===== src/rtl/gpdg_map.svh =====
`ifndef GPDG_MAP_SVH
`define GPDG_MAP_SVH
// Short I/O window and its data-space shift
`define GPDG_IO_LAST       6'h3f
`define GPDG_IO_TO_DS      16'h0020
`define GPDG_EXT_BASE      16'h0060
// Data-space addresses of the port registers
`define GPDG_DS_IN_F       16'h0020
`define GPDG_DS_IN_E       16'h0021
`define GPDG_DS_DIR_E      16'h0022
`define GPDG_DS_OUT_E      16'h0023
`define GPDG_DS_IN_D       16'h0030
`define GPDG_DS_DIR_F      16'h0061
`define GPDG_DS_OUT_F      16'h0062
`define GPDG_DS_IN_G       16'h0063
`define GPDG_DS_DIR_G      16'h0064
`define GPDG_DS_OUT_G      16'h0065
// Short I/O offsets of the low-range registers
`define GPDG_IO_IN_F       6'h00
`define GPDG_IO_IN_E       6'h01
`define GPDG_IO_DIR_E      6'h02
`define GPDG_IO_OUT_E      6'h03
`define GPDG_IO_IN_D       6'h10
// Reset values and port G width
`define GPDG_RST8          8'h00
`define GPDG_RST5          5'h00
`define GPDG_G_UNUSED      3'h0
`define GPDG_READ_NONE     8'h00
`endif


===== src/rtl/gpdg_pkg.sv =====
package gpdg_pkg;
   typedef struct packed {
      logic        rd;
      logic        wr;
      logic [5:0]  addr;
      logic [7:0]  wdata;
   } gpdg_io_req_type;

   typedef struct packed {
      logic        rd;
      logic        wr;
      logic [15:0] addr;
      logic [7:0]  wdata;
   } gpdg_ds_req_type;

   typedef struct packed {
      logic [7:0] out_e;
      logic [7:0] dir_e;
      logic [7:0] out_f;
      logic [7:0] dir_f;
      logic [4:0] out_g;
      logic [4:0] dir_g;
      logic [7:0] smp_d;
      logic [7:0] smp_e;
      logic [7:0] smp_f;
      logic [4:0] smp_g;
      logic [7:0] oe_e;
      logic [7:0] oe_f;
      logic [4:0] oe_g;
      logic [7:0] rdata;
      logic       rvalid;
   } gpdg_state_type;
endpackage


===== src/rtl/gpdg_port_regs.sv =====
`timescale 1ns/1ps
`include "gpdg_map.svh"
module gpdg_port_regs (
   // Clock, reset, enable
   input  wire logic                     clock,
   input  wire logic                     rst,
   input  wire logic                     ce,
   // Legacy compatibility mode
   input  wire logic                     compat_mode,
   // Register access paths
   input  wire gpdg_pkg::gpdg_io_req_type io_req,
   input  wire gpdg_pkg::gpdg_ds_req_type ds_req,
   output logic [7:0]                    rdata,
   output logic                          rvalid,
   // Port pins
   input  wire logic [7:0]               port_d_in,
   input  wire logic [7:0]               port_e_in,
   output logic [7:0]                    port_e_out,
   output logic [7:0]                    port_e_oe,
   input  wire logic [7:0]               port_f_in,
   output logic [7:0]                    port_f_out,
   output logic [7:0]                    port_f_oe,
   input  wire logic [4:0]               port_g_in,
   output logic [4:0]                    port_g_out,
   output logic [4:0]                    port_g_oe
);
   import gpdg_pkg::*;

   gpdg_state_type st;
   gpdg_state_type next_st;
   logic           acc_rd;
   logic           acc_wr;
   logic [15:0]    acc_addr;
   logic [7:0]     acc_wdata;
   logic [7:0]     rd_val;

   always_comb begin
      next_st = st;
      next_st.rvalid = 1'b0;
      // Pins sampled every cycle with ce high, regardless of direction
      next_st.smp_d = port_d_in;
      next_st.smp_e = port_e_in;
      next_st.smp_f = port_f_in;
      next_st.smp_g = port_g_in;
      // Data-space path wins when both paths ask in one cycle
      if (ds_req.rd || ds_req.wr) begin
         acc_rd    = ds_req.rd;
         acc_wr    = ds_req.wr;
         acc_addr  = ds_req.addr;
         acc_wdata = ds_req.wdata;
      end else begin
         acc_rd    = io_req.rd;
         acc_wr    = io_req.wr;
         // Short I/O offset shifted into data space; 0x3f+0x20 stays below 0x60
         acc_addr  = {10'h000, io_req.addr} + `GPDG_IO_TO_DS;
         acc_wdata = io_req.wdata;
      end
      // Writes
      if (acc_wr) begin
         if (acc_addr == `GPDG_DS_DIR_E) begin
            next_st.dir_e = acc_wdata;
         end else if (acc_addr == `GPDG_DS_OUT_E) begin
            next_st.out_e = acc_wdata;
         end else if (acc_addr == `GPDG_DS_DIR_F && !compat_mode) begin
            next_st.dir_f = acc_wdata;
         end else if (acc_addr == `GPDG_DS_OUT_F && !compat_mode) begin
            next_st.out_f = acc_wdata;
         end else if (acc_addr == `GPDG_DS_DIR_G && !compat_mode) begin
            next_st.dir_g = acc_wdata[4:0];
         end else if (acc_addr == `GPDG_DS_OUT_G && !compat_mode) begin
            next_st.out_g = acc_wdata[4:0];
         end
      end
      // Reads
      if (acc_addr == `GPDG_DS_IN_F) begin
         rd_val = st.smp_f;
      end else if (acc_addr == `GPDG_DS_IN_E) begin
         rd_val = st.smp_e;
      end else if (acc_addr == `GPDG_DS_DIR_E) begin
         rd_val = st.dir_e;
      end else if (acc_addr == `GPDG_DS_OUT_E) begin
         rd_val = st.out_e;
      end else if (acc_addr == `GPDG_DS_IN_D) begin
         rd_val = st.smp_d;
      end else if (acc_addr == `GPDG_DS_DIR_F && !compat_mode) begin
         rd_val = st.dir_f;
      end else if (acc_addr == `GPDG_DS_OUT_F && !compat_mode) begin
         rd_val = st.out_f;
      end else if (acc_addr == `GPDG_DS_IN_G) begin
         rd_val = {`GPDG_G_UNUSED, st.smp_g};
      end else if (acc_addr == `GPDG_DS_DIR_G && !compat_mode) begin
         rd_val = {`GPDG_G_UNUSED, st.dir_g};
      end else if (acc_addr == `GPDG_DS_OUT_G && !compat_mode) begin
         rd_val = {`GPDG_G_UNUSED, st.out_g};
      end else begin
         rd_val = `GPDG_READ_NONE;
      end
      if (acc_rd) begin
         next_st.rdata  = rd_val;
         next_st.rvalid = 1'b1;
      end
      // Pin drive follows the new direction values; ports F and G are not driven in legacy mode
      next_st.oe_e = next_st.dir_e;
      next_st.oe_f = compat_mode ? `GPDG_RST8 : next_st.dir_f;
      next_st.oe_g = compat_mode ? `GPDG_RST5 : next_st.dir_g;
   end

   always_ff @(posedge clock) begin
      if (rst) begin
         st <= '0;
      end else if (ce) begin
         st <= next_st;
      end
   end

   assign rdata      = st.rdata;
   assign rvalid     = st.rvalid;
   assign port_e_out = st.out_e;
   assign port_e_oe  = st.oe_e;
   assign port_f_out = st.out_f;
   assign port_f_oe  = st.oe_f;
   assign port_g_out = st.out_g;
   assign port_g_oe  = st.oe_g;

   logic ds_idle;
   assign ds_idle = !ds_req.rd && !ds_req.wr;
endmodule


===== config.mk =====
export PLATFORM = sky130hd
export DESIGN_NAME = gpdg_port_regs
export DESIGN_NICKNAME = d
export VERILOG_FILES = /design/src/rtl/gpdg_pkg.sv /design/src/rtl/gpdg_port_regs.sv
export VERILOG_INCLUDE_DIRS = /design/src /design/src/rtl
export SDC_FILE = /design/constraint.sdc
export NUM_CORES = 1
export LEC_CHECK = 0
export BUFFER_PORTS_ARGS = -buffer_cell sky130_fd_sc_hd__buf_2
export CORE_ASPECT_RATIO = 0.8
export CORE_UTILIZATION = 35
export DETAILED_ROUTE_END_ITERATION = 16
export SLEW_MARGIN = 15
export SYNTH_ARGS = -nofsm -noshare
export SYNTH_HDL_FRONTEND = slang
export SYNTH_SLANG_ARGS = --single-unit
export TNS_END_PERCENT = 100

===== constraint.sdc =====
create_clock -name clock -period 7.3 [get_ports clock]
set_input_delay 0.73 -clock clock [delete_from_list [all_inputs] [get_ports clock]]
set_output_delay 0.73 -clock clock [all_outputs]
set_load 0.05 [all_outputs]

==> flow_metrics.env, run 1 <==
export IMPL_critPathMaxFanout=11
export IMPL_hold_depth=1
export IMPL_antenna_found_initial=0
export IMPL_rr_endpoint="rdata[0]$_SDFFE_PP0P_"
export IMPL_cts_tree="yes"
export IMPL_route_detailed_drc=0
export IMPL_dieHeight_um=108
export IMPL_grt_ovfl_total=0
export IMPL_grt_usage=0.199
export IMPL_drtIter0Drc=405
export IMPL_setup_tns_ps=0
export IMPL_synth_top_area_frac=0.378
export IMPL_dp_hpwl_um=10800
export IMPL_die_w_um=135
export IMPL_nNetsFinal=713
export IMPL_finalSetupViolCount=0
export IMPL_clkSlewWorstSetupHoldPaths_ps=60
export IMPL_design_area_mm2=0.00559
export IMPL_postSynthCellCount=579
export IMPL_syn_avg_cell_area_um2=8.50
export IMPL_start_util=0.361
export IMPL_synth_cell_types=55
export IMPL_max_freq_mhz=293
export IMPL_syn_area_mm2=0.00492
export IMPL_ys_top_cells_by_area="dfxtp_1 (38%), mux2i_1 (11%), buf_4 (7.9%)"
export IMPL_hold_viol_final=0
export IMPL_drive_gt1_frac=0.263
export IMPL_firstDrtPassIters=6
export IMPL_cp_start_kind="input port"
export IMPL_rsz0062_at_grt="false"
export IMPL_synth_common_cells="dfxtp_1 (93), nor2_1 (85), mux2i_1 (56)"
export IMPL_die_area_mm2=0.0145
export IMPL_clk_latency_ps=340
export IMPL_async_reset_ff_frac=0
export IMPL_ctsHoldBuffers=0
export IMPL_end_kind="flop"
export IMPL_seq_area_mm2=0.00186
export IMPL_dr_total_vias=4383
export IMPL_grt_pass1_wl_um=22100
export IMPL_power_density_mw_per_mm2=196
export IMPL_hold_slack_ps=480
export IMPL_cts_max_path_buffers=2
export IMPL_antenna_left=0
export IMPL_area_growth_pct=13.7
export IMPL_ys_warn_count=0
export IMPL_rows=38
export IMPL_cp_required_ps=7490
export IMPL_antenna_cells=0
export IMPL_core_mm2=0.0136
export IMPL_cts_num_sinks=93
export IMPL_period_needed_ps=3410
export IMPL_fillers=1405
export IMPL_synth_yosys_seq_area_share=0.378
export IMPL_yosys_area_top_type="dfxtp_1"
export IMPL_reg2reg_depth=5
export IMPL_viasPerCell=5.33
export IMPL_numCtsBuffers=9
export IMPL_post_cts_buffers=0
export IMPL_relSlewSlack=0.247
export IMPL_numPortBuffers=125
export IMPL_root_buffer="clkbuf_16"
export IMPL_worst_slew_pin_slew_ps=1130
export IMPL_grt_max_degree=89
export IMPL_yosys_cell_count_top_type="dfxtp_1"
export IMPL_gp_congestion=0.869
export IMPL_ctsResizeCount=0
export IMPL_synth_ff_type="dfxtp_1"
export IMPL_drt_total_wl_um=14200
export IMPL_hold_class="flop to flop"
export IMPL_placed_area_mm2=0.00530
export IMPL_p_leak_nw=2.41
export IMPL_synth_net_count=654
export IMPL_htreeDepth=3
export IMPL_regToRegSetupSlack_ps=5810
export IMPL_pin_count=126
export IMPL_wl_per_cell_um=17.3
export IMPL_maxSlewViolCount=0
export IMPL_crit_arrival_ps=3600
export IMPL_holdPathEnd="rdata[6]$_SDFFE_PP0P_"
export IMPL_criticalPathCategory="input port to flop"
export IMPL_skew_ps=7.76
export IMPL_grt_pass1_vias=4117
export IMPL_multi_input_area_mm2=0.00255
export IMPL_synth_edf_count=0
export IMPL_worstHoldStart="rdata[6]$_SDFFE_PP0P_"
export IMPL_ys_seq_elements=93
export IMPL_peakVddDrop_mv=0.0988
export IMPL_drv_cap=0
export IMPL_timing_rr_start="st[69]$_SDFFE_PP0P_"
export IMPL_period_share=0.467
export IMPL_status="completed"
[how the worst max path moves through the flow]
stage | startpoint | endpoint | slack, ps | cells after the start
after floorplan | ds_req[21] | port_f_oe[7]$_SDFFE_PP0P_ | 4180 | 8
after global routing | ds_req[17] | st[59]$_SDFFE_PP0P_ | 3740 | 8
after detailed placement | ds_req[17] | port_g_oe[4]$_SDFFE_PP0P_ | 3580 | 8
after global placement | ds_req[17] | port_g_oe[4]$_SDFFE_PP0P_ | 3700 | 8
after CTS | ds_req[17] | port_g_oe[2]$_SDFFE_PP0P_ | 3930 | 8
final | ds_req[17] | port_g_oe[2]$_SDFFE_PP0P_ | 3890 | 8
[cells by family after synthesis]
family,Yosys count,share of synthesized area
compound gates,103,0.137
mux,72,0.150
flops,93,0.378
simple gates,229,0.232
buf+inv,82,0.103
[final cells by class]
cell class / instances / share of cell area
multi-input cells: 404 / 0.457
clock buffers: 11 / 0.0416
well taps: 180 / 0.0403
inverters: 1 / 0.000671
clock inverters: 5 / 0.0107
flip-flops and latches: 93 / 0.333
repair buffers: 129 / 0.117
[flip-flops by register name, indices dropped and copies added (netlist names)]
signal,flops
st,42
port_e_oe,8
port_e_out,8
port_f_oe,8
port_f_out,8
rdata,8
port_g_oe,5
port_g_out,5
rvalid,1
[cell usage in the layout, fill, tap and decap left out, types with 2 or more instances in the layout]
cell	synthesis	layout
clkbuf_1	22	2
a22o_1	6	6
buf_4	52	4
nor3_2	3	3
o221ai_1	3	3
mux2_1	5	5
a2bb2oi_1	3	3
nor2_1	85	85
nor2b_1	17	17
nand2_1	51	51
dfxtp_1	93	93
o21ai_1	8	8
a22oi_1	7	7
mux2i_1	56	56
a2111o_1	3	3
clkbuf_16	0	9
nor4b_1	5	5
and3_1	3	3
a221o_1	2	2
o211ai_1	4	4
nand3_1	15	15
nor3b_1	6	6
nor4_1	3	3
mux2_2	11	11
or3_1	2	2
nand2b_1	3	3
o21ai_0	8	8
a221oi_1	4	4
o22ai_1	2	2
nor3_1	19	19
a21oi_1	46	46
nor4_2	2	2
buf_2	2	125
or4_1	2	2
[metrics by stage]
stage | worst slack (ps) | power (mW) | utilization | std cells
finish | 3890 | 1.09 | 0.410 | 823
floorplan | 4180 | 0.595 | - | 579
global route | 3740 | 1.13 | 0.410 | 823
detailed placement | 3580 | 0.638 | 0.389 | 807
global placement | 3700 | 0.636 | 0.389 | 807
CTS | 3930 | 1.10 | 0.410 | 823
[routing by layer]
| layer | global-route usage | share of wire |
|---|---|---|
| met5 | 0 | 0 |
| met4 | 0.0674 | 0.019 |
| met3 | 0.0647 | 0.095 |
| met2 | 0.312 | 0.44 |
| met1 | 0.256 | 0.45 |
[critical path, stage by stage]
cell	delay, ps
buf_2	90
or4_1	670
nor3_1	380
nand2_2	170
nor4b_2	940
mux2_1	390
a21oi_1	160
nor2_1	50
[power by group]
part | internal (mW) | switching, mW
Combinational | 0.0385 | 0.0644
Sequential | 0.517 | 0.00662
Clock | 0.267 | 0.200
Total | 0.823 | 0.271
Note: power is estimated with default switching activity, not from simulation.
==> inputs of run 2 (changes only) <==
- clock period: 7.3 -> 3.5 ns (I/O delays scaled with it)
==> run 2 against run 1 <==
Net effect:
- critical path depth did not move
- final cell count rose by 0.61%
- highest routed layer unchanged
- global-route usage fell by 0.31 points
- critical endpoint is now rdata[4]$_SDFFE_PP0P_
- combinational power rose by 110%
- power rose by 120%
- routed wire length rose by 0.47%
- count of clock-buffer cells in the layout fell by 1
- register-to-register slack got worse by 3700 ps
- non-clock buffer count rose by 4
- setup slack got worse by 3000 ps
==> flow_metrics.env, run 2 (synthesis results as in run 1) <==
export IMPL_criticalPathCategory="input port to flop"
export IMPL_fillers=1362
export IMPL_die_w_um=135
export IMPL_antenna_left=0
export IMPL_largest_reg_flops=42
export IMPL_worst_slew_pin_slew_ps=1030
export IMPL_ctsHoldBuffers=0
export IMPL_cts_tree="yes"
export IMPL_drive_gt1_frac=0.270
export IMPL_rows=38
export IMPL_clk_latency_ps=350
export IMPL_relSlewSlack=0.310
export IMPL_start_util=0.361
export IMPL_gp_congestion=0.856
export IMPL_skew_ps=6.76
export IMPL_htreeDepth=3
export IMPL_setup_tns_ps=0
export IMPL_end_kind="flop"
export IMPL_max_freq_mhz=377
export IMPL_maxSlewViolCount=0
export IMPL_fin_total_pwr_mw=2.40
export IMPL_wl_per_cell_um=17.2
export IMPL_grt_ovfl_total=0
export IMPL_top_register="st"
export IMPL_grt_pass1_wl_um=21500
export IMPL_drv_cap=0
export IMPL_grt_max_degree=78
export IMPL_final_common_cell="buf_2"
export IMPL_viasPerCell=5.28
export IMPL_post_cts_buffers=0
export IMPL_period_needed_ps=2650
export IMPL_hold_viol_final=0
export IMPL_area_growth_pct=15.1
export IMPL_cts_max_path_buffers=2
export IMPL_finalSetupViolCount=0
export IMPL_dp_hpwl_um=10700
export IMPL_power_density_mw_per_mm2=423
export IMPL_seq_area_mm2=0.00186
export IMPL_ctsResizeCount=0
export IMPL_crit_arrival_ps=2900
export IMPL_dr_total_vias=4370
export IMPL_status="completed"
export IMPL_drt_total_wl_um=14300
export IMPL_dp_cells=811
export IMPL_peakVddDrop_mv=0.244
export IMPL_route_detailed_drc=0
export IMPL_cts_num_sinks=93
export IMPL_firstDrtPassIters=5
export IMPL_rsz0062_at_grt="false"
export IMPL_final_cell_mix="buf_2 (125), dfxtp_1 (93), nor2_1 (85)"
export IMPL_critPathMaxFanout=15
export IMPL_multi_input_area_mm2=0.00255
export IMPL_numCtsBuffers=9
export IMPL_grt_usage=0.195
export IMPL_dieHeight_um=108
export IMPL_numPortBuffers=125
export IMPL_nNetsFinal=717
export IMPL_pin_count=126
export IMPL_hold_slack_ps=234
export IMPL_instances_no_fill=828
export IMPL_setup_slack_ps=847
export IMPL_drtIter0Drc=326
export IMPL_period_share=0.758
export IMPL_hold_class="input port to flop"
export IMPL_antenna_found_initial=0
export IMPL_p_leak_nw=2.44
export IMPL_die_area_mm2=0.0145
export IMPL_cp_start_kind="input port"
export IMPL_grt_pass1_vias=3971
export IMPL_core_mm2=0.0136
export IMPL_post_place_ws_ps=499
export IMPL_root_buffer="clkbuf_16"
export IMPL_clkSlewWorstSetupHoldPaths_ps=70
export IMPL_cp_required_ps=3750
==> run 2: final timing paths <==
kind                                          start                    end  slack [ps]  cells past startpoint
worst min register to register  rvalid$_SDFFE_PP0P_    rvalid$_SDFFE_PP0P_         490                      2
worst max-delay path                     ds_req[24]  rdata[4]$_SDFFE_PP0P_         850                      8
worst max register to register  st[69]$_SDFFE_PP0P_  rdata[0]$_SDFFE_PP0P_        2090                      5
worst min-delay path                   port_d_in[1]    st[52]$_SDFFE_PP0P_         230                      3
==> run 2: stage by stage <==
stage          area (um^2)  utilization
2_1_floorplan         4920            -
3_3_place_gp          5330        0.391
3_5_place_dp          5330        0.391
4_1_cts               5660        0.415
5_1_grt               5660        0.415
6_report              5670        0.415
==> run 2: per-layer routing <==
| metal | GRT usage | up-vias | wire length [um] |
|---|---|---|---|
| met1 | 0.266 | 2064 | 6750 |
| met2 | 0.302 | 163 | 6260 |
| met4 | 0.0690 | 0 | 231 |
| li1 | - | 2124 | - |
| met3 | 0.0450 | 19 | 1040 |
| met5 | 0 | - | 0 |
==> run 2: area by class of cell <==
cell class,instances,share of cell area
flip-flops and latches,93,0.329
clock inverters,6,0.0166
repair buffers,133,0.121
inverters,1,0.000662
multi-input cells,404,0.451
diodes,1,0.000442
clock buffers,10,0.0422
well taps,180,0.0397
==> run 2: worst max-delay path: stages <==
cell      delay (ps)
buf_2            150
nor2_1           800
mux2i_1          370
o211ai_1         200
nor2_1           540
a2111o_1         200
nand3_1          100
a21o_1           180
==> run 2: power by group <==
part / switching (mW) / total (mW) / internal, mW
clock network: 0.435 / 1.08 / 0.650
registers: 0.0143 / 1.09 / 1.08
logic: 0.137 / 0.217 / 0.0807
==> inputs of run 3 (changes only) <==
- clock period: 3.5 -> 2.69 ns (I/O delays scaled with it)
==> run 3 against run 2 <==
Net effect:
- final cell count is 2.3% higher
- clock skew is 1.0 ps higher
- sequential power is 30% higher
- count of clock-buffer cells in the layout is 1 higher
- sequential share of layout area is 0.73 points lower
- clock power is 20% higher
- routed wire length is 0.33% lower
- critical path type unchanged
- critical endpoint is now rdata[6]$_SDFFE_PP0P_
- highest routed layer unchanged
==> flow_metrics.env, run 3 (synthesis results as in run 1) <==
export IMPL_status="completed"
export IMPL_regToRegSetupSlack_ps=1260
export IMPL_cpMostUsedCell="o21ai_1"
export IMPL_cp_required_ps=2930
export IMPL_pwr_share_clk=0.432
export IMPL_switching_share=0.247
export IMPL_skew_ps=7.80
export IMPL_clkSlewWorstSetupHoldPaths_ps=60
export IMPL_setup_tns_ps=0
export IMPL_period_needed_ps=2440
export IMPL_fin_total_pwr_mw=3.01
export IMPL_seq_power_share=0.473
export IMPL_placed_area_mm2=0.00549
export IMPL_drive_gt1_frac=0.291
export IMPL_worst_slew_pin_slew_ps=970
export IMPL_crit_slowest_cell="or4b_1"
export IMPL_p_int_mw=2.26
export IMPL_timing_rr_start="port_f_out[0]$_SDFFE_PP0P_"
export IMPL_critPathLaunch="ds_req[21]"
export IMPL_crit_arrival_ps=2670
export IMPL_comb_power_share=0.096
export IMPL_end_kind="flop"
export IMPL_critPathBufInv=1
export IMPL_power_switching_mw=0.744
export IMPL_root_buffer="clkbuf_16"
export IMPL_criticalPathCategory="input port to flop"
export IMPL_antenna_left=0
export IMPL_rows=38
export IMPL_setup_slack_ps=251
export IMPL_area_growth_pct=17.7
export IMPL_rr_endpoint="rdata[0]$_SDFFE_PP0P_"
export IMPL_firstDrtPassIters=5
export IMPL_peakVddDrop_mv=0.313
export IMPL_hold_slack_ps=160
export IMPL_largest_reg_flops=42
export IMPL_pin_count=126
export IMPL_finalSetupViolCount=0
export IMPL_gp_congestion=0.884
export IMPL_rsz0062_at_grt="false"
export IMPL_max_freq_mhz=410
export IMPL_viasPerCell=5.19
export IMPL_grt_pass1_vias=4246
export IMPL_wl_per_cell_um=16.8
export IMPL_htreeDepth=3
export IMPL_dr_total_vias=4393
export IMPL_crit_family="simple AND/OR/NAND/NOR gates"
export IMPL_hold_depth=3
export IMPL_drtIter0Drc=325
export IMPL_grt_max_degree=52
export IMPL_grt_ovfl_total=0
export IMPL_dp_hpwl_um=11000
export IMPL_cts_num_sinks=93
export IMPL_numPortBuffers=125
export IMPL_holdPathEnd="st[46]$_SDFFE_PP0P_"
export IMPL_cp_start_kind="input port"
export IMPL_top_register="st"
export IMPL_antenna_found_initial=0
export IMPL_nNetsFinal=737
export IMPL_drt_total_wl_um=14200
export IMPL_reg2reg_depth=5
export IMPL_ctsResizeCount=0
export IMPL_dp_cells=831
export IMPL_post_cts_buffers=0
export IMPL_instances_no_fill=847
export IMPL_power_density_mw_per_mm2=519
export IMPL_core_mm2=0.0136
export IMPL_relSlewSlack=0.352
export IMPL_post_place_ws_ps=-98.9
export IMPL_hold_class="input port to flop"
export IMPL_drv_cap=0
export IMPL_start_util=0.361
export IMPL_period_share=0.907
export IMPL_hold_viol_final=0
export IMPL_worstHoldStart="port_e_in[3]"
export IMPL_p_leak_nw=2.53
export IMPL_cts_tree="yes"
export IMPL_design_area_mm2=0.00580
export IMPL_die_w_um=135
export IMPL_grt_pass1_wl_um=22600
export IMPL_maxSlewViolCount=0
export IMPL_max_stage_delay_ps=540
export IMPL_ctsHoldBuffers=0
export IMPL_cp_cell_sequence="buf_2 > or4b_1 > or4_4 > o32a_4 > or3_1 > o21ai_1 > o21ai_1 > a22o_1"
export IMPL_grt_usage=0.202
export IMPL_dieHeight_um=108
export IMPL_route_detailed_drc=0
export IMPL_final_cell_mix="buf_2 (125), dfxtp_1 (93), nor2_1 (85)"
export IMPL_antenna_cells=0
export IMPL_utilization=0.425
export IMPL_cts_max_path_buffers=2
export IMPL_final_common_cell="buf_2"
export IMPL_clk_latency_ps=350
export IMPL_numCtsBuffers=9
export IMPL_critPathMaxFanout=7
export IMPL_die_area_mm2=0.0145
run 3: cell types whose count changed in the layout (fill, tap and decap cells not counted), sizes merged:
cell / delta
buf: +20
bufinv: -1
clkinv: +1
diode: -1
clkbuf: +1
clkinvlp: -1
run 3: area by class of cell:
cell class              count  area [um^2]
well taps                 180          225
fillers                  1370         7850
clock inverters             5         58.8
inverters                   1         3.75
clock buffers              11          243
multi-input cells         404         2550
repair buffers            153          848
flip-flops and latches     93         1860
run 3: worst max-delay path by stage:
stage / to / cells after the start
6_report: rdata[6]$_SDFFE_PP0P_ / 8
5_1_grt: rdata[7]$_SDFFE_PP0P_ / 8
4_1_cts: rdata[5]$_SDFFE_PP0P_ / 8
3_5_place_dp: port_e_out[7]$_SDFFE_PP0P_ / 8
3_3_place_gp: rdata[6]$_SDFFE_PP0P_ / 8
2_1_floorplan: port_f_oe[7]$_SDFFE_PP0P_ / 8
run 3: layer usage:
| layer | wire, um | global-route usage | vias to the layer above |
|---|---|---|---|
| met2 | 6340 | 0.322 | 142 |
| met3 | 994 | 0.0539 | 16 |
| met1 | 6680 | 0.268 | 2077 |
| met5 | 0 | 0 | - |
| li1 | - | - | 2158 |
| met4 | 213 | 0.0602 | 0 |
run 3: worst register-to-register path: cells and delay by family, from the launching register on:
kind	cells	cell delay (ps)
compound gates	4	890
flops	1	340
simple gates	1	80
run 3: power by group through the flow:
stage	clock network, mW	logic (mW)	registers (mW)
3_5_place_dp	0	0.288	1.45
2_1_floorplan	0	0.166	1.45
5_1_grt	1.39	0.316	1.42
6_report	1.30	0.288	1.42
3_3_place_gp	0	0.282	1.45
4_1_cts	1.32	0.289	1.42
